File: config.mk
export PLATFORM = sky130hd
export DESIGN_NAME = pmc_power_mode_controller
export DESIGN_NICKNAME = d
export VERILOG_FILES = /design/src/rtl/pmc_power_mode_controller.v
export VERILOG_INCLUDE_DIRS = /design/src /design/src/rtl
export SDC_FILE = /design/constraint.sdc
export NUM_CORES = 1
export LEC_CHECK = 0
export BUFFER_PORTS_ARGS = -buffer_cell sky130_fd_sc_hd__buf_2
export CAP_MARGIN = 20
export CORE_MARGIN = 2
export CORE_UTILIZATION = 60
export CTS_BUF_LIST = sky130_fd_sc_hd__clkbuf_8
export DETAILED_ROUTE_END_ITERATION = 10
export GPL_TIMING_DRIVEN = 0
export PLACE_DENSITY = 0.84
export SLEW_MARGIN = 20
export SYNTH_ARGS = -nofsm -noshare
export SYNTH_HDL_FRONTEND = slang
export SYNTH_SLANG_ARGS = --single-unit
File: constraint.sdc
create_clock -name clk_i -period 4.3 [get_ports clk_i]
set_input_delay 0.43 -clock clk_i [delete_from_list [all_inputs] [get_ports clk_i]]
set_output_delay 0.43 -clock clk_i [all_outputs]
set_load 0.05 [all_outputs]
File: src/rtl/pmc_defs.vh
// constants for the power mode controller
`ifndef PMC_DEFS_VH
`define PMC_DEFS_VH
`define PMC_ADDR_CTRL 2'h0
`define PMC_ADDR_STAT 2'h1
`define PMC_CTRL_IDLE_BIT 7
`define PMC_CTRL_INTERNAL_FREQ_SELECT_HI 6
`define PMC_CTRL_INTERNAL_FREQ_SELECT_LO 4
`define PMC_CTRL_SOSCEN_BIT 2
`define PMC_CTRL_SCS_HI 1
`define PMC_CTRL_SCS_LO 0
`define PMC_CTRL_RESET 8'h00
`define PMC_SRC_PRI 2'h0
`define PMC_SRC_SEC 2'h1
`define PMC_SRC_INT 2'h2
`define PMC_READY_DELAY 8'h08
`endif

File: src/rtl/pmc_power_mode_controller.v
// power mode controller: clock source select and run/idle/sleep gating
//
// Decided for this implementation: the register offsets and the address-and-strobe port.
`timescale 1ns/100ps
`default_nettype none
`include "pmc_defs.vh"
module pmc_power_mode_controller (
    input wire clk_i,
    input wire reset_n_i,
    input wire [1:0] addr_i,
    input wire [7:0] wdata_i,
    input wire wr_i,
    input wire rd_i,
    output reg [7:0] rdata_o,
    input wire halt_i,
    input wire irq_i,
    input wire wdt_timeout_i,
    input wire wdt_enabled_i,
    input wire two_speed_en_i,
    input wire fail_safe_en_i,
    input wire pri_ready_i,
    input wire sec_ready_i,
    input wire int_ready_i,
    output reg pri_osc_en_o,
    output reg sec_osc_en_o,
    output reg int_osc_en_o,
    output reg lf_osc_en_o,
    output reg [1:0] sys_src_o,
    output reg [2:0] int_freq_o,
    output reg cpu_clk_en_o,
    output reg periph_clk_en_o,
    output reg cpu_run_o,
    output reg wdt_reset_o
);
    localparam [3:0] ST_RUN = 4'h1;
    localparam [3:0] ST_IDLE = 4'h2;
    localparam [3:0] ST_SLEEP = 4'h4;
    localparam [3:0] ST_WAKE = 4'h8;

    // oscillator ready lines come from other clocks
    reg [2:0] rdy_meta;
    reg [2:0] rdy_sync;
    reg [1:0] ev_meta;
    reg [1:0] ev_sync;
    reg [2:0] strap_meta;
    reg [2:0] strap_sync;
    always @(posedge clk_i or negedge reset_n_i) begin
        if (!reset_n_i) begin
            rdy_meta <= 3'h0;
            rdy_sync <= 3'h0;
            ev_meta <= 2'h0;
            ev_sync <= 2'h0;
            strap_meta <= 3'h0;
            strap_sync <= 3'h0;
        end else begin
            rdy_meta <= {int_ready_i, sec_ready_i, pri_ready_i};
            rdy_sync <= rdy_meta;
            ev_meta <= {wdt_timeout_i, irq_i};
            ev_sync <= ev_meta;
            strap_meta <= {fail_safe_en_i, two_speed_en_i, wdt_enabled_i};
            strap_sync <= strap_meta;
        end
    end
    wire wdt_en_s = strap_sync[0];
    wire two_speed_s = strap_sync[1];
    wire fail_safe_s = strap_sync[2];
    // internal block may stand in for a source that is not ready yet
    wire fill_src_en = two_speed_s | fail_safe_s;
    wire pri_rdy = rdy_sync[0];
    wire sec_rdy = rdy_sync[1];
    wire int_rdy = rdy_sync[2];
    wire irq_s = ev_sync[0];
    wire wdt_s = ev_sync[1];
    wire fill_ok = fill_src_en & int_rdy;

    reg idle_on_halt;
    reg [2:0] internal_freq_select;
    reg secondary_osc_enable;
    reg [1:0] clock_source_select;
    reg primary_running_flag;
    reg secondary_active_flag;
    reg [3:0] state;
    reg [1:0] active_src;
    reg from_sleep;
    reg wdt_prev;
    reg [7:0] delay_cnt;
    reg on_fill;
    wire wdt_rise = wdt_s & ~wdt_prev;

    // requested source from the select field
    reg [1:0] req_src;
    always @* begin
        if (clock_source_select[1])
            req_src = `PMC_SRC_INT;
        else if (clock_source_select[0])
            req_src = `PMC_SRC_SEC;
        else
            req_src = `PMC_SRC_PRI;
    end

    reg req_ok;
    reg act_rdy;
    always @* begin
        case (req_src)
            `PMC_SRC_SEC: req_ok = secondary_osc_enable & sec_rdy;
            `PMC_SRC_INT: req_ok = int_rdy;
            default: req_ok = pri_rdy;
        endcase
        case (active_src)
            `PMC_SRC_SEC: act_rdy = sec_rdy;
            `PMC_SRC_INT: act_rdy = int_rdy;
            default: act_rdy = pri_rdy;
        endcase
    end

    // register file
    always @(posedge clk_i or negedge reset_n_i) begin
        if (!reset_n_i) begin
            idle_on_halt <= 1'b0;
            internal_freq_select <= 3'h0;
            secondary_osc_enable <= 1'b0;
            clock_source_select <= 2'h0;
        end else if (wr_i && addr_i == `PMC_ADDR_CTRL) begin
            idle_on_halt <= wdata_i[`PMC_CTRL_IDLE_BIT];
            internal_freq_select <= wdata_i[`PMC_CTRL_INTERNAL_FREQ_SELECT_HI:`PMC_CTRL_INTERNAL_FREQ_SELECT_LO];
            secondary_osc_enable <= wdata_i[`PMC_CTRL_SOSCEN_BIT];
            clock_source_select <= wdata_i[`PMC_CTRL_SCS_HI:`PMC_CTRL_SCS_LO];
        end
    end

    always @(posedge clk_i or negedge reset_n_i) begin
        if (!reset_n_i) begin
            rdata_o <= 8'h00;
        end else if (rd_i) begin
            case (addr_i)
                `PMC_ADDR_CTRL: rdata_o <= {idle_on_halt, internal_freq_select, 1'b0,
                    secondary_osc_enable, clock_source_select};
                `PMC_ADDR_STAT: rdata_o <= {2'h0, state[1] | state[2], cpu_run_o,
                    active_src, secondary_active_flag, primary_running_flag};
                default: rdata_o <= 8'h00;
            endcase
        end else begin
            rdata_o <= 8'h00;
        end
    end

    // mode sequencer
    always @(posedge clk_i or negedge reset_n_i) begin
        if (!reset_n_i) begin
            state <= ST_WAKE;
            active_src <= `PMC_SRC_PRI;
            from_sleep <= 1'b1;
            on_fill <= 1'b0;
            primary_running_flag <= 1'b0;
            secondary_active_flag <= 1'b0;
            delay_cnt <= 8'h00;
            wdt_prev <= 1'b0;
            wdt_reset_o <= 1'b0;
        end else begin
            wdt_prev <= wdt_s;
            wdt_reset_o <= 1'b0;
            // fill-in ends once the chosen source is ready
            if (on_fill && act_rdy) begin
                on_fill <= 1'b0;
                primary_running_flag <= (active_src == `PMC_SRC_PRI);
                secondary_active_flag <= (active_src == `PMC_SRC_SEC);
            end
            case (state)
                ST_RUN: begin
                    if (wdt_rise) begin
                        wdt_reset_o <= 1'b1;
                    end else if (halt_i) begin
                        if (idle_on_halt) begin
                            state <= ST_IDLE;
                        end else begin
                            state <= ST_SLEEP;
                            on_fill <= 1'b0;
                            primary_running_flag <= 1'b0;
                            secondary_active_flag <= 1'b0;
                        end
                    end else if (req_src != active_src && req_ok) begin
                        active_src <= req_src;
                        on_fill <= 1'b0;
                        primary_running_flag <= (req_src == `PMC_SRC_PRI);
                        secondary_active_flag <= (req_src == `PMC_SRC_SEC);
                    end
                end
                ST_IDLE: begin
                    if (irq_s || wdt_rise) begin
                        state <= ST_WAKE;
                        from_sleep <= 1'b0;
                        delay_cnt <= 8'h00;
                    end
                end
                ST_SLEEP: begin
                    if (irq_s || wdt_rise) begin
                        state <= ST_WAKE;
                        from_sleep <= 1'b1;
                        delay_cnt <= 8'h00;
                        active_src <= req_src;
                    end
                end
                ST_WAKE: begin
                    if (from_sleep && !act_rdy && !fill_ok) begin
                        delay_cnt <= 8'h00;
                    end else if (delay_cnt == `PMC_READY_DELAY - 8'h01) begin
                        state <= ST_RUN;
                        on_fill <= from_sleep && !act_rdy;
                        if (from_sleep && act_rdy) begin
                            primary_running_flag <= (active_src == `PMC_SRC_PRI);
                            secondary_active_flag <= (active_src == `PMC_SRC_SEC);
                        end
                    end else begin
                        delay_cnt <= delay_cnt + 8'h01;
                    end
                end
                default: state <= ST_RUN;
            endcase
        end
    end

    // internal block fills in while waiting for the source after sleep or reset
    wire fill_in = fill_ok && !act_rdy &&
        (((state == ST_WAKE) && from_sleep) || on_fill);
    wire sleeping = (state == ST_SLEEP);
    wire waking_dark = (state == ST_WAKE) && from_sleep && !act_rdy && !fill_in;

    // clock gating and oscillator enables
    always @(posedge clk_i or negedge reset_n_i) begin
        if (!reset_n_i) begin
            pri_osc_en_o <= 1'b0;
            sec_osc_en_o <= 1'b0;
            int_osc_en_o <= 1'b0;
            lf_osc_en_o <= 1'b0;
            sys_src_o <= `PMC_SRC_PRI;
            int_freq_o <= 3'h0;
            cpu_clk_en_o <= 1'b0;
            periph_clk_en_o <= 1'b0;
            cpu_run_o <= 1'b0;
        end else begin
            // a requested primary or internal source is started so that the switch can complete; the secondary follows SOSCEN only
            pri_osc_en_o <= !sleeping &&
                (active_src == `PMC_SRC_PRI || req_src == `PMC_SRC_PRI);
            sec_osc_en_o <= secondary_osc_enable;
            int_osc_en_o <= (!sleeping &&
                (active_src == `PMC_SRC_INT || req_src == `PMC_SRC_INT)) ||
                (fill_src_en && ((state == ST_WAKE) || on_fill));
            lf_osc_en_o <= wdt_en_s || fail_safe_s ||
                (!sleeping && active_src == `PMC_SRC_INT);
            sys_src_o <= fill_in ? `PMC_SRC_INT : active_src;
            int_freq_o <= internal_freq_select;
            cpu_clk_en_o <= (state == ST_RUN) || ((state == ST_WAKE) && !waking_dark);
            periph_clk_en_o <= !sleeping && !waking_dark;
            cpu_run_o <= (state == ST_RUN) && !(halt_i);
        end
    end
endmodule
`default_nettype wire

# After elaboration in Yosys (flattened, before gate mapping)
# Index checks and enable logic that the tools add are counted.
dict set report classes {
  mux 54
  n_reduce_logical 44
  bitwise 6
  n_eq_ne 21
  n_addsub 1
}
# op n
set ops {}
lappend ops {{8-bit 2-to-1 mux} 4}
lappend ops {{8-bit one-hot mux with 2 select lines} 2}
lappend ops {{1-bit 2-to-1 mux} 28}
lappend ops {{4-bit 2-to-1 mux} 5}
lappend ops {{1-bit logical AND} 18}
lappend ops {{2-bit inequality test, second input constant} 7}
lappend ops {{2-bit 2-to-1 mux} 6}
lappend ops {{1-bit one-hot mux with 2 select lines} 6}
lappend ops {{4-bit one-hot mux with 3 select lines} 1}
lappend ops {{5-bit AND reduction} 2}
lappend ops {{1-bit logical OR} 9}
lappend ops {{8-bit by 1-bit adder with 8-bit output, second input constant} 1}
lappend ops {{8-bit by 3-bit == test with 1-bit output, second input constant} 1}
lappend ops {{2-bit by 1-bit == test with 1-bit output, second input constant} 3}
lappend ops {{1-bit zero test} 6}
lappend ops {{2-bit zero test} 3}
lappend ops {{3-bit AND reduction} 2}
lappend ops {{2-bit nonzero test} 3}
lappend ops {{2-bit == test, second input constant} 2}
lappend ops {{4-bit by 1-bit == test with 1-bit output, second input constant} 1}
lappend ops {{4-bit by 2-bit == test with 1-bit output, second input constant} 1}
lappend ops {{4-bit by 3-bit == test with 1-bit output, second input constant} 1}
lappend ops {{4-bit == test, second input constant} 1}
lappend ops {{2-bit by 1-bit inequality test with 1-bit output, second input constant} 2}
lappend ops {{8 further kinds} 11}
dict set report totals {
  regBits 63
  elab_cells 155
  input_bits 23
  output_inout_bits 21
}

# Longest topological paths before layout
# Gate-level depths: netlist of run 1.
dict set report depth {
  ltp_word 10
  mapped_depth 8
  ltp_nobuf 7
}

# Worst setup path before layout of run 1
# Ideal clock, no wire load.
dict set report synth_path {
  kind {register to register}
  startpoint {register delay_cnt[6]}
  endpoint {register primary_running_flag}
  arrival_ns 1.976
  synth_period_minus_slack_ns 2.062
  stages_incl_launch_ff 6
  slack_ns 2.238
  required_ns 4.213
  n_path_buf 0
  cell_sequence {dfrtp_1 > or4_1 > or4b_1 > a21oi_2 > mux2_1 > o211ai_1}
}
dict set report synth_via {
  elab_chain_cells 4
}
# item line_no
set synth_lines {}
lappend synth_lines {{start, declared} pmc_power_mode_controller.v:86} ;# reg [7:0] delay_cnt;
lappend synth_lines {{start signal, assigned} pmc_power_mode_controller.v:214} ;# delay_cnt <= delay_cnt + 8'h01;
lappend synth_lines {{8-bit by 3-bit == test with 1-bit output} pmc_power_mode_controller.v:206} ;# end else if (delay_cnt == `PMC_READY_DELAY - 8'h01) begin
lappend synth_lines {{1-bit 2-to-1 mux} pmc_power_mode_controller.v:206}
lappend synth_lines {{1-bit 2-to-1 mux} pmc_power_mode_controller.v:204} ;# if (from_sleep && !act_rdy && !fill_ok) begin
lappend synth_lines {{1-bit one-hot mux with 2 select lines} pmc_power_mode_controller.v:168} ;# case (state)
lappend synth_lines {{end signal, assigned} pmc_power_mode_controller.v:165} ;# primary_running_flag <= (active_src == `PMC_SRC_PRI);
lappend synth_lines {{end signal, assigned} pmc_power_mode_controller.v:184} ;# primary_running_flag <= (req_src == `PMC_SRC_PRI);
lappend synth_lines {{end signal, assigned} pmc_power_mode_controller.v:210} ;# primary_running_flag <= (active_src == `PMC_SRC_PRI);
lappend synth_lines {{end, declared} pmc_power_mode_controller.v:80} ;# reg primary_running_flag;
# Every way passes these cells.
# A chain may end at the register's enable or synchronous reset.

# Worst setup path in the final report of run 1
dict set report layout_path {
  startpoint {register active_src[0]}
  endpoint {register delay_cnt[5]}
}
dict set report layout_via {
  elab_chain_cells 7
}
# item line_no
set layout_lines {}
lappend layout_lines {{start, declared} pmc_power_mode_controller.v:83} ;# reg [1:0] active_src;
lappend layout_lines {{start signal, assigned} pmc_power_mode_controller.v:151} ;# active_src <= `PMC_SRC_PRI;
lappend layout_lines {{start signal, assigned} pmc_power_mode_controller.v:182} ;# active_src <= req_src;
lappend layout_lines {{start signal, assigned} pmc_power_mode_controller.v:200} ;# active_src <= req_src;
lappend layout_lines {{2-bit == test or 2-bit by 1-bit == test with 1-bit output (tied branches)} pmc_power_mode_controller.v:109} ;# case (active_src)
lappend layout_lines {{1-bit one-hot mux with 2 select lines *} pmc_power_mode_controller.v:109}
lappend layout_lines {{1-bit zero test *} pmc_power_mode_controller.v:204}
lappend layout_lines {{1-bit logical AND * (2 in series)} pmc_power_mode_controller.v:204}
lappend layout_lines {{3-bit inequality test (no source line) or 8-bit 2-to-1 mux (tied branches)} -}
lappend layout_lines {{3-bit AND reduction (no source line) or 8-bit one-hot mux with 2 select lines (tied branches)} -}
# Mark *: on every way between the ends. The rest lies on a longest branch, timed or not.

==> summary.md, run 1 <==
| Metric | Value |
|---|---|
| Outcome | `finished clean` |
| Initial Util | `0.615` |
| Cell Area, Synth | `2660 sq um` |
| Clock tree root buffer cell | `clkbuf_8` |
| Wire length per cell | `14.8 microns` |
| Cts bufs inserted | `9` |
| Top delay family on crit path | `compound AO/OA/AOI/OAI gates` |
| Site Rows | `24` |
| Mapped Nets | `259` |
| TNS Setup | `0 ns` |
| Multi-input gate area | `1010 sq um` |
| Die height | `70.6 microns` |
| Layout area overhead | `18.0%` |
| Routability Congestion | `0.843` |
| Primary FF master, synth | `dfrtp_1` |
| Buffers added on ports | `41` |
| Post-CTS setup buffer count | `0` |
| Vias per cell | `5.71` |
| Power, Total | `1910 uW` |
| CTS tree | `done` |
| CP max-delay cell | `dfrtp_1` |
| Antenna viol nets, final | `0` |
| CP arrival | `2.60 ns` |
| Crit path buffers/inverters | `2` |
| H-tree levels | `3` |
| Maximum root-to-sink buffer count | `2` |
| Yosys cell types | `45` |
| Hold WC Path Type | `primary input to async pin` |
| Syn. warnings | `0` |
| Total Wirelength | `5060 microns` |
| Sink Count | `63` |
| DR vias | `1946` |
| Reg area | `1580 sq um` |
| Final worst-path cycle share | `0.547` |
| Hold_buf cts | `0` |
| Die X | `70.6 microns` |
| Fin. Hold Viols | `0` |
| Detailed Place HPWL | `3570 microns` |
| Startpoint types | `flop` |
| Worst slew pin tran | `1.11 ns` |
| Vias in the first global route | `1879` |
| Syn Area/Cell | `11.5 sq um` |
| Io pins | `44` |
| Sequential area share after synthesis | `0.594` |
| Max IR drop VDD | `0.336 mV` |
| Hold WS | `0.159 ns` |
| Flops & latches, synth | `63` |
| Remaining Overflow, GRT | `0` |
| CP most frequent cell | `a31oi_1` |
| Kind of critical path | `flop to flop` |
| Min cycle time layout | `2.35 ns` |
| Die area | `4980 sq um` |
| Synth top area share | `0.574` |
| Pre-Repair DR Iteration Count | `4` |
| Drt drc | `0` |
| DRT iter0 DRCs | `195` |
| Clock transition at path regs | `0.07 ns` |
| Crit path capture type | `flop` |
| CP required | `4.55 ns` |
| Clock skew | `0.00624 ns` |
| Final slew viol count | `0` |
| Gr usage total | `0.229` |
| Syn Inst Count | `232` |
| Max frequency | `425 MHz` |
| Count leader, synth | `dfrtp_1` |
| Max-cap viol count | `0` |
| Post-synth top cells | `dfrtp_1 (61), nor2_1 (18), nand2_1 (16)` |
| Static Leak | `0.00144 uW` |
| Slew HR | `0.258` |
| CTS resizes | `0` |
| Latest clock arrival within the worst-skew pair | `0.34 ns` |
| FILL cells | `320` |
| Post-synthesis async set-or-reset flop share | `1.00` |
| # setup viols final | `0` |
| Cell Chain, Critical Path | `inv_1 > ha_1 > nor2_1 > a21o_1 > a21oi_1 > clkbuf_1 > a31oi_1 > a31oi_1` |
| Share of cells above drive strength 1 | `0.242` |
| P per Cell Area | `608 nW/um^2` |
| Layout Nets | `311` |
| Post-synth EDFFs | `0` |
| CP max stage delay | `0.49 ns` |
| First-pass GRT wire length | `8690 microns` |
| Initial antenna violation count | `0` |
| Cell taking the most area after synthesis | `dfrtp_1` |
| RSZ-0062 raised after global routing | `false` |
| Max FO, Critical Path | `10` |
| Top post-synthesis cells by area | `dfrtp_1 (57%), mux2i_1 (3.4%), mux2_2 (3.4%)` |
| Core Box Area | `4320 sq um` |
| Largest net degree at the start of global routing | `64` |
| N_diodes | `0` |
through the flow:
step,setup WS [ns],area [sq um],util,std cells
global placement,2.03,2930,0.677,325
global route,1.75,3140,0.725,341
finish,1.95,3140,0.725,341
floorplan,2.24,2660,-,232
CTS,1.95,3140,0.725,341
detailed placement,1.97,2930,0.678,325
power by group:
group / switching, uW / internal, uW / total (uW) / leakage [uW]
registers: 77.8 / 696 / 774 / 0.000777
logic: 417 / 186 / 603 / 0.000546
clock network: 214 / 318 / 532 / 0.000117
worst paths after layout:
path	end	depth (start not counted)	slack, ns	startpoint
worst max-delay path	delay_cnt[5]$_DFFE_PN0P_	8	1.95	active_src[0]$_DFFE_PN0P_
worst min-delay path	int_freq_o[2]$_DFF_PN0_	1	0.16	reset_n_i
worst max register to register	delay_cnt[5]$_DFFE_PN0P_	8	1.95	active_src[0]$_DFFE_PN0P_
worst min register to register	strap_sync[1]$_DFF_PN0_	0	0.35	strap_meta[1]$_DFF_PN0_
max in group asynchronous	wdt_prev$_DFF_PN0_	1	3.65	reset_n_i
min in group clk_i	strap_meta[2]$_DFF_PN0_	1	0.20	fail_safe_en_i
cells in the final DEF (no fill, tap or decap), drive strengths merged, types with 3 or more instances in the layout:
cell type	synthesis	layout
dfrtp	61	61
buf	1	42
nor2	19	19
nand2	16	16
clkbuf	6	15
inv	11	14
nand2b	13	13
mux2	12	12
a21oi	10	10
mux2i	9	9
o21ai	8	8
a31oi	8	8
nand3	5	5
and3	5	5
o211ai	4	4
ha	4	4
nor3	3	3
nor2b	3	3
nor3b	3	3
a211oi	3	3
state kept, by name, indices dropped and copies added (netlist names), 2 cells and up:
register,count
active_src,2
strap_meta,3
clock_source_select,2
ev_sync,2
internal_freq_select,3
sys_src_o,2
ev_meta,2
rdy_meta,3
strap_sync,3
delay_cnt,8
rdata_o,8
state,4
int_freq_o,3
rdy_sync,3
kinds of logic after synthesis:
logic type,after synthesis,synth area share
adders and majority gates,4,0.0188
DFF,63,0.594
AOI/OAI and AO/OA,47,0.118
muxes,21,0.0847
and+or+nand+nor,78,0.155
buffers and inverters,18,0.0259
xor gates and xnor gates,1,0.00329
area by class of cell:
type                    instances  share of cell area
clock buffers                   9              0.0395
inverters                      11              0.0132
clock inverters                 7              0.0259
multi-input cells             151               0.322
well taps                      52              0.0207
flip-flops and latches         63               0.503
plain buffers                   7             0.00878
repair buffers                 41              0.0662
metal layers:
layer / part of all wire / track usage / routed length, microns / vias to the layer above
li1: - / - / - / 936
met1: 0.43 / 0.316 / 2180 / 934
met2: 0.48 / 0.351 / 2440 / 65
met3: 0.066 / 0.0470 / 334 / 11
met4: 0.021 / 0.113 / 106 / 0
met5: 0 / 0 / 0 / -
Note: power is estimated with default switching activity, not from simulation.
==> run 2, diff against run 1 <==
CORE_UTILIZATION = 52   (was 60)
PLACE_DENSITY = 0.77   (was 0.84)
clock period = 1.99 ns   (was 4.3 ns; I/O delays follow)
==> run 2 against run 1 <==
  * The flow now finishes with violations (setup timing)
  * Critical path depth down 3
  * Clock-buffer cell count increased by 2
  * First-iteration DRC count fell by 25%
  * Sequential cell count is the same
  * Register-to-register slack got worse by 2.1 ns
  * Global-route usage shrank 1.4 points
  * Combinational power increased to 2.7 times the previous value
  * Non-clock buffer count increased by 20
  * Core utilization down 2.3 points
  * Critical path type unchanged
  * Hold slack worse by 0.086 ns
  * Die area is 14% higher
==> summary.md, run 2 (synthesis results as in run 1) <==
| Metric | Value |
|---|---|
| R2R Setup Slk | `-0.13 ns` |
| Vias per cell | `5.44` |
| CP arrival | `2.39 ns` |
| Placed cell area | `2950 sq um` |
| Largest regs | `delay_cnt: 8 flops, rdata_o: 8 flops, state: 4 flops` |
| Startpoint types | `flop` |
| Final worst-path cycle share | `1.06` |
| Clock transition at path regs | `0.07 ns` |
| Share of cells above drive strength 1 | `0.353` |
| Layout Nets | `331` |
| Worst slew pin tran | `0.754 ns` |
| Initial antenna violation count | `0` |
| Post-route cell area | `3520 sq um` |
| Kind of critical path | `flop to flop` |
| H-tree levels | `3` |
| # setup viols final | `8` |
| R2r startpoint | `delay_cnt[6]$_DFFE_PN0P_` |
| Die height | `75.5 microns` |
| Dpl cells | `343` |
| Most frequent cells in the layout | `dfrtp_1 (57), buf_2 (40), nor2_1 (17)` |
| Min cycle time layout | `2.12 ns` |
| Largest net degree at the start of global routing | `64` |
| Initial Util | `0.531` |
| Max-cap viol count | `0` |
| Post-layout util | `0.703` |
| Hold depth | `2` |
| Gr usage total | `0.215` |
| Slew HR | `0.498` |
| Detailed Place HPWL | `3450 microns` |
| CTS tree | `done` |
| Final slew viol count | `0` |
| Power, Total | `4580 uW` |
| Latest clock arrival within the worst-skew pair | `0.35 ns` |
| Max frequency | `472 MHz` |
| CP max stage delay | `0.54 ns` |
| Sink Count | `63` |
| Number of cells on the worst reg-to-reg path | `5` |
| Most common cell after layout, fill and taps aside | `dfrtp_1` |
| RSZ-0062 raised after global routing | `true` |
| Maximum root-to-sink buffer count | `2` |
| Clock tree root buffer cell | `clkbuf_8` |
| CP required | `2.26 ns` |
| Hold WC Path Type | `primary input to flop` |
| Pre-Repair DR Iteration Count | `4` |
| FILL cells | `370` |
| P per Cell Area | `1300 nW/um^2` |
| Total Wirelength | `5540 microns` |
| N_diodes | `0` |
| Crit path buffers/inverters | `0` |
| Routability Congestion | `0.834` |
| Cell Chain, Critical Path | `or4_4 > or4b_4 > a21oi_4 > mux2_4 > o211ai_1` |
| Max FO, Critical Path | `2` |
| DRT iter0 DRCs | `147` |
| Remaining Overflow, GRT | `0` |
| Die area | `5700 sq um` |
| Clock skew | `0.00665 ns` |
| Failing checks | `setup timing` |
| First-pass GRT wire length | `8830 microns` |
| Hold EP | `internal_freq_select[2]$_DFFE_PN0P_` |
| DR vias | `2062` |
| Site Rows | `26` |
| Vias in the first global route | `1884` |
| Drt drc | `0` |
| Cts bufs inserted | `9` |
| CP max-delay cell | `or4_4` |
| Non-filler cells, final | `379` |
| Worst setup margin | `-0.128 ns` |
| Fin. Hold Viols | `0` |
| Layout area overhead | `32.4%` |
| Static Leak | `0.00157 uW` |
| Top delay family on crit path | `simple AND/OR/NAND/NOR gates` |
| Core Box Area | `5010 sq um` |
| Die X | `75.5 microns` |
| Worst r2r dst | `primary_running_flag$_DFF_PN0_` |
| Outcome | `complete, but fails checks` |
| Crit path capture type | `flop` |
| Max IR drop VDD | `0.828 mV` |
| Io pins | `44` |
| Hold Startpoint | `wdata_i[6]` |
| Wire length per cell | `14.6 microns` |
| Buffers added on ports | `41` |
| Antenna viol nets, final | `0` |
## run 2: routing by layer
layer,track usage,share of wire
met5,0,0
met4,0.0916,0.021
met3,0.0714,0.067
met2,0.315,0.48
met1,0.295,0.43
## run 2: how the worst max path moves through the flow
stage,start,to,cells after the start
detailed placement,active_src[1]$_DFFE_PN0P_,delay_cnt[5]$_DFFE_PN0P_,8
CTS,delay_cnt[6]$_DFFE_PN0P_,primary_running_flag$_DFF_PN0_,5
finish,delay_cnt[6]$_DFFE_PN0P_,primary_running_flag$_DFF_PN0_,5
floorplan,delay_cnt[6]$_DFFE_PN0P_,primary_running_flag$_DFF_PN0_,5
global placement,active_src[1]$_DFFE_PN0P_,delay_cnt[3]$_DFFE_PN0P_,8
global route,delay_cnt[6]$_DFFE_PN0P_,secondary_active_flag$_DFF_PN0_,5
## run 2: layout make-up
class	count	area, sq um	area share
sequential	63	1580	0.450
multi-input combinational	151	1150	0.326
timing repair buffer	63	407	0.116
clock buffer	11	151	0.0430
tap	70	87.6	0.0249
clock inverter	5	80.1	0.0228
inverter	11	41.3	0.0117
buffer	5	22.5	0.00640
## run 2: report_power, final
group / switching (uW) / total (uW) / internal (uW)
sequential: 180 / 1690 / 1510
clock: 485 / 1260 / 770
combinational: 1010 / 1640 / 621
total: 1680 / 4580 / 2900
## run 2: metrics by stage
| step | TNS (ns) | hold slack, ns | setup slack (ns) |
|---|---|---|---|
| 3_5_place_dp | -3.07 | 0.308 | -0.309 |
| 3_3_place_gp | -2.58 | 0.306 | -0.279 |
| 4_1_cts | -0.433 | 0.0728 | -0.151 |
| 2_1_floorplan | -0.109 | -0.0966 | -0.0544 |
| 5_1_grt | -0.936 | 0.0751 | -0.173 |
| 6_report | -0.382 | 0.0731 | -0.128 |
## run 2: timing repair
action | CTS | global route
hold endpoints to repair | 69 | 0
setup endpoints to repair | 17 | 17
setup buffers | 7 | 6
pin swaps | 8 | 7
hold buffers | 9 | 0
gates resized for setup | 23 | 13
==> run 3, diff against run 2 <==
CORE_UTILIZATION = 50   (was 52)
CTS_BUF_LIST = sky130_fd_sc_hd__clkbuf_16   (was sky130_fd_sc_hd__clkbuf_8)
PLACE_DENSITY = 0.75   (was 0.77)
==> run 3 against run 2 <==
  * The run still ends with setup timing left
  * Power grew 5.6%
  * Critical path depth did not move
  * Sequential power hardly changed
  * Hold slack better by 0.030 ns
  * Sequential share of layout area down 0.57 points
  * Core utilization decreased by 0.46 points
  * Final area grew 1.3%
  * Worst setup slack lost 0.0059 ns
  * Via count fell by 0.15%
  * Global-route usage down 0.53 points
  * Wire length up 8.4%
  * Largest power group unchanged
  * Highest routed layer unchanged
==> summary.md, run 3 (synthesis results as in run 1) <==
| Metric | Value |
|---|---|
| Worst slew pin tran | `0.780 ns` |
| Most common cell after layout, fill and taps aside | `dfrtp_1` |
| Vias per cell | `5.43` |
| Slew HR | `0.480` |
| Post-route cell area | `3560 sq um` |
| Clock power frac | `0.296` |
| Min cycle time layout | `2.12 ns` |
| Dpl cells | `343` |
| CTS tree | `done` |
| Sequential Power Share | `0.354` |
| Worst setup margin | `-0.134 ns` |
| DR vias | `2059` |
| Max FO, Critical Path | `3` |
| CP max-delay cell | `or4_4` |
| Layout Nets | `333` |
| DRT iter0 DRCs | `221` |
| RSZ-0062 raised after global routing | `true` |
| Cts bufs inserted | `9` |
| Layout area overhead | `34.1%` |
| Largest net degree at the start of global routing | `64` |
| Top delay family on crit path | `simple AND/OR/NAND/NOR gates` |
| Most frequent cells in the layout | `dfrtp_1 (57), buf_2 (40), nand2_1 (16), nor2_1 (16), buf_4 (16)` |
| Initial Util | `0.521` |
| Core Box Area | `5110 sq um` |
| Max frequency | `471 MHz` |
| Kind of critical path | `flop to flop` |
| Fin. Hold Viols | `0` |
| Crit path capture type | `flop` |
| Non-filler cells, final | `379` |
| Remaining Overflow, GRT | `0` |
| Site Rows | `26` |
| Outcome | `complete, but fails checks` |
| Sw Pwr | `1730 uW` |
| Final worst-path cycle share | `1.07` |
| Final slew viol count | `0` |
| GRT met2 Usage | `0.325` |
| Detailed Place HPWL | `3490 microns` |
| Startpoint types | `flop` |
| Latest clock arrival within the worst-skew pair | `0.33 ns` |
| Failing checks | `setup timing` |
| Max-cap viol count | `0` |
| Pre-Repair DR Iteration Count | `4` |
| Die X | `76.9 microns` |
| H-tree levels | `3` |
| Initial antenna violation count | `0` |
| Static Leak | `0.00159 uW` |
| Die height | `76.9 microns` |
| CP required | `2.23 ns` |
| GRT met3 Usage | `0.0671` |
| Routability Congestion | `0.834` |
| Met1 Use GR | `0.273` |
| Most Crowded Layer GR | `met2` |
| Buffers added on ports | `41` |
| CP arrival | `2.37 ns` |
| Clock tree root buffer cell | `clkbuf_16` |
| Drt drc | `0` |
| Wire length per cell | `15.8 microns` |
| Cell Chain, Critical Path | `or4_4 > or4b_4 > a21oi_4 > mux2_4 > o211ai_1` |
| Clock transition at path regs | `0.05 ns` |
| Gr usage total | `0.209` |
| Total Wirelength | `6010 microns` |
| Hold WC Path Type | `primary input to flop` |
| Switching Fraction | `0.358` |
| Largest regs | `delay_cnt: 8 flops, rdata_o: 8 flops, state: 4 flops` |
| Dpl ws | `-0.326 ns` |
| Post-layout util | `0.698` |
| N_diodes | `0` |
| CP max stage delay | `0.55 ns` |
| Sink Count | `63` |
| Placed cell area | `2950 sq um` |
| Max IR drop VDD | `0.776 mV` |
| Share of cells above drive strength 1 | `0.350` |
| First-pass GRT wire length | `9430 microns` |
| # setup viols final | `3` |
| Die area | `5920 sq um` |
| Clock skew | `0.00447 ns` |
| Antenna viol nets, final | `0` |
| P per Cell Area | `1360 nW/um^2` |
| Vias in the first global route | `2019` |
| Crit path buffers/inverters | `0` |
| Internal power | `3100 uW` |
| Comb pwr share | `0.350` |
| Io pins | `44` |
| Maximum root-to-sink buffer count | `2` |
==> run 3: cell count changes in the layout (fill, tap and decap cells not counted), moves of 2 or more <==
cell        change
ha_1            -3
clkbuf_8       -11
buf_6           -3
inv_1           +3
ha_2            +3
clkbuf_16       +9
clkinvlp_4      -2
buf_4           +4
==> run 3: layout make-up <==
cell class	count	area, sq um
clock buffer	9	225
inverter	11	41.3
timing repair buffer	64	403
buffer	5	22.5
clock inverter	5	45.0
sequential	63	1580
fill	353	1540
tap	70	87.6
multi-input combinational	152	1160
==> run 3: layer usage <==
metal / up-vias / share of wire
met5: - / 0
met4: 0 / 0.021
met3: 13 / 0.059
met2: 69 / 0.50
met1: 999 / 0.42
li1: 978 / -
==> run 3: path summary, 6_finish.rpt <==
path | start | cells past startpoint | end | slack [ns]
worst max-delay path | delay_cnt[6]$_DFFE_PN0P_ | 5 | primary_running_flag$_DFF_PN0_ | -0.13
worst min-delay path | wdata_i[6] | 2 | internal_freq_select[2]$_DFFE_PN0P_ | 0.10
worst max register to register | delay_cnt[6]$_DFFE_PN0P_ | 5 | primary_running_flag$_DFF_PN0_ | -0.13
worst min register to register | ev_meta[1]$_DFF_PN0_ | 0 | ev_sync[1]$_DFF_PN0_ | 0.34
max in group asynchronous | reset_n_i | 2 | active_src[1]$_DFFE_PN0P_ | 0.93
min in group asynchronous | reset_n_i | 2 | internal_freq_select[2]$_DFFE_PN0P_ | 0.48
==> run 3: what timing repair did <==
action                                  CTS  global route
gates cloned                              1             0
pin swaps                                 5             9
hold buffers                              9             0
buffers inserted                          5             9
endpoints found under the setup margin   17            16
hold endpoints to repair                 69             0
gates resized for setup                  22            13
==> run 3: power groups by stage <==
| stage | registers, uW | clock network [uW] | logic, uW |
|---|---|---|---|
| after global routing | 1750 | 1510 | 1820 |
| after floorplan | 2010 | 0 | 644 |
| final | 1710 | 1430 | 1690 |
| after global placement | 1680 | 0 | 1270 |
| after detailed placement | 1700 | 0 | 1290 |
| after CTS | 1700 | 1440 | 1520 |
==> run 3: worst register-to-register path: cells and delay by family, from the launching register on <==
| family | cells | cell delay (ns) |
|---|---|---|
| flops | 1 | 0.39 |
| simple gates | 2 | 1.07 |
| mux | 1 | 0.32 |
| compound gates | 2 | 0.27 |
==> run 3: metrics by stage <==
stage	hold slack, ns	setup TNS, ns	power (uW)
after detailed placement	0.308	-3.35	2990
after floorplan	-0.0966	-0.109	2650
after global routing	0.106	-0.571	5080
after global placement	0.306	-2.77	2950
after CTS	0.101	-0.283	4660
final	0.103	-0.303	4840
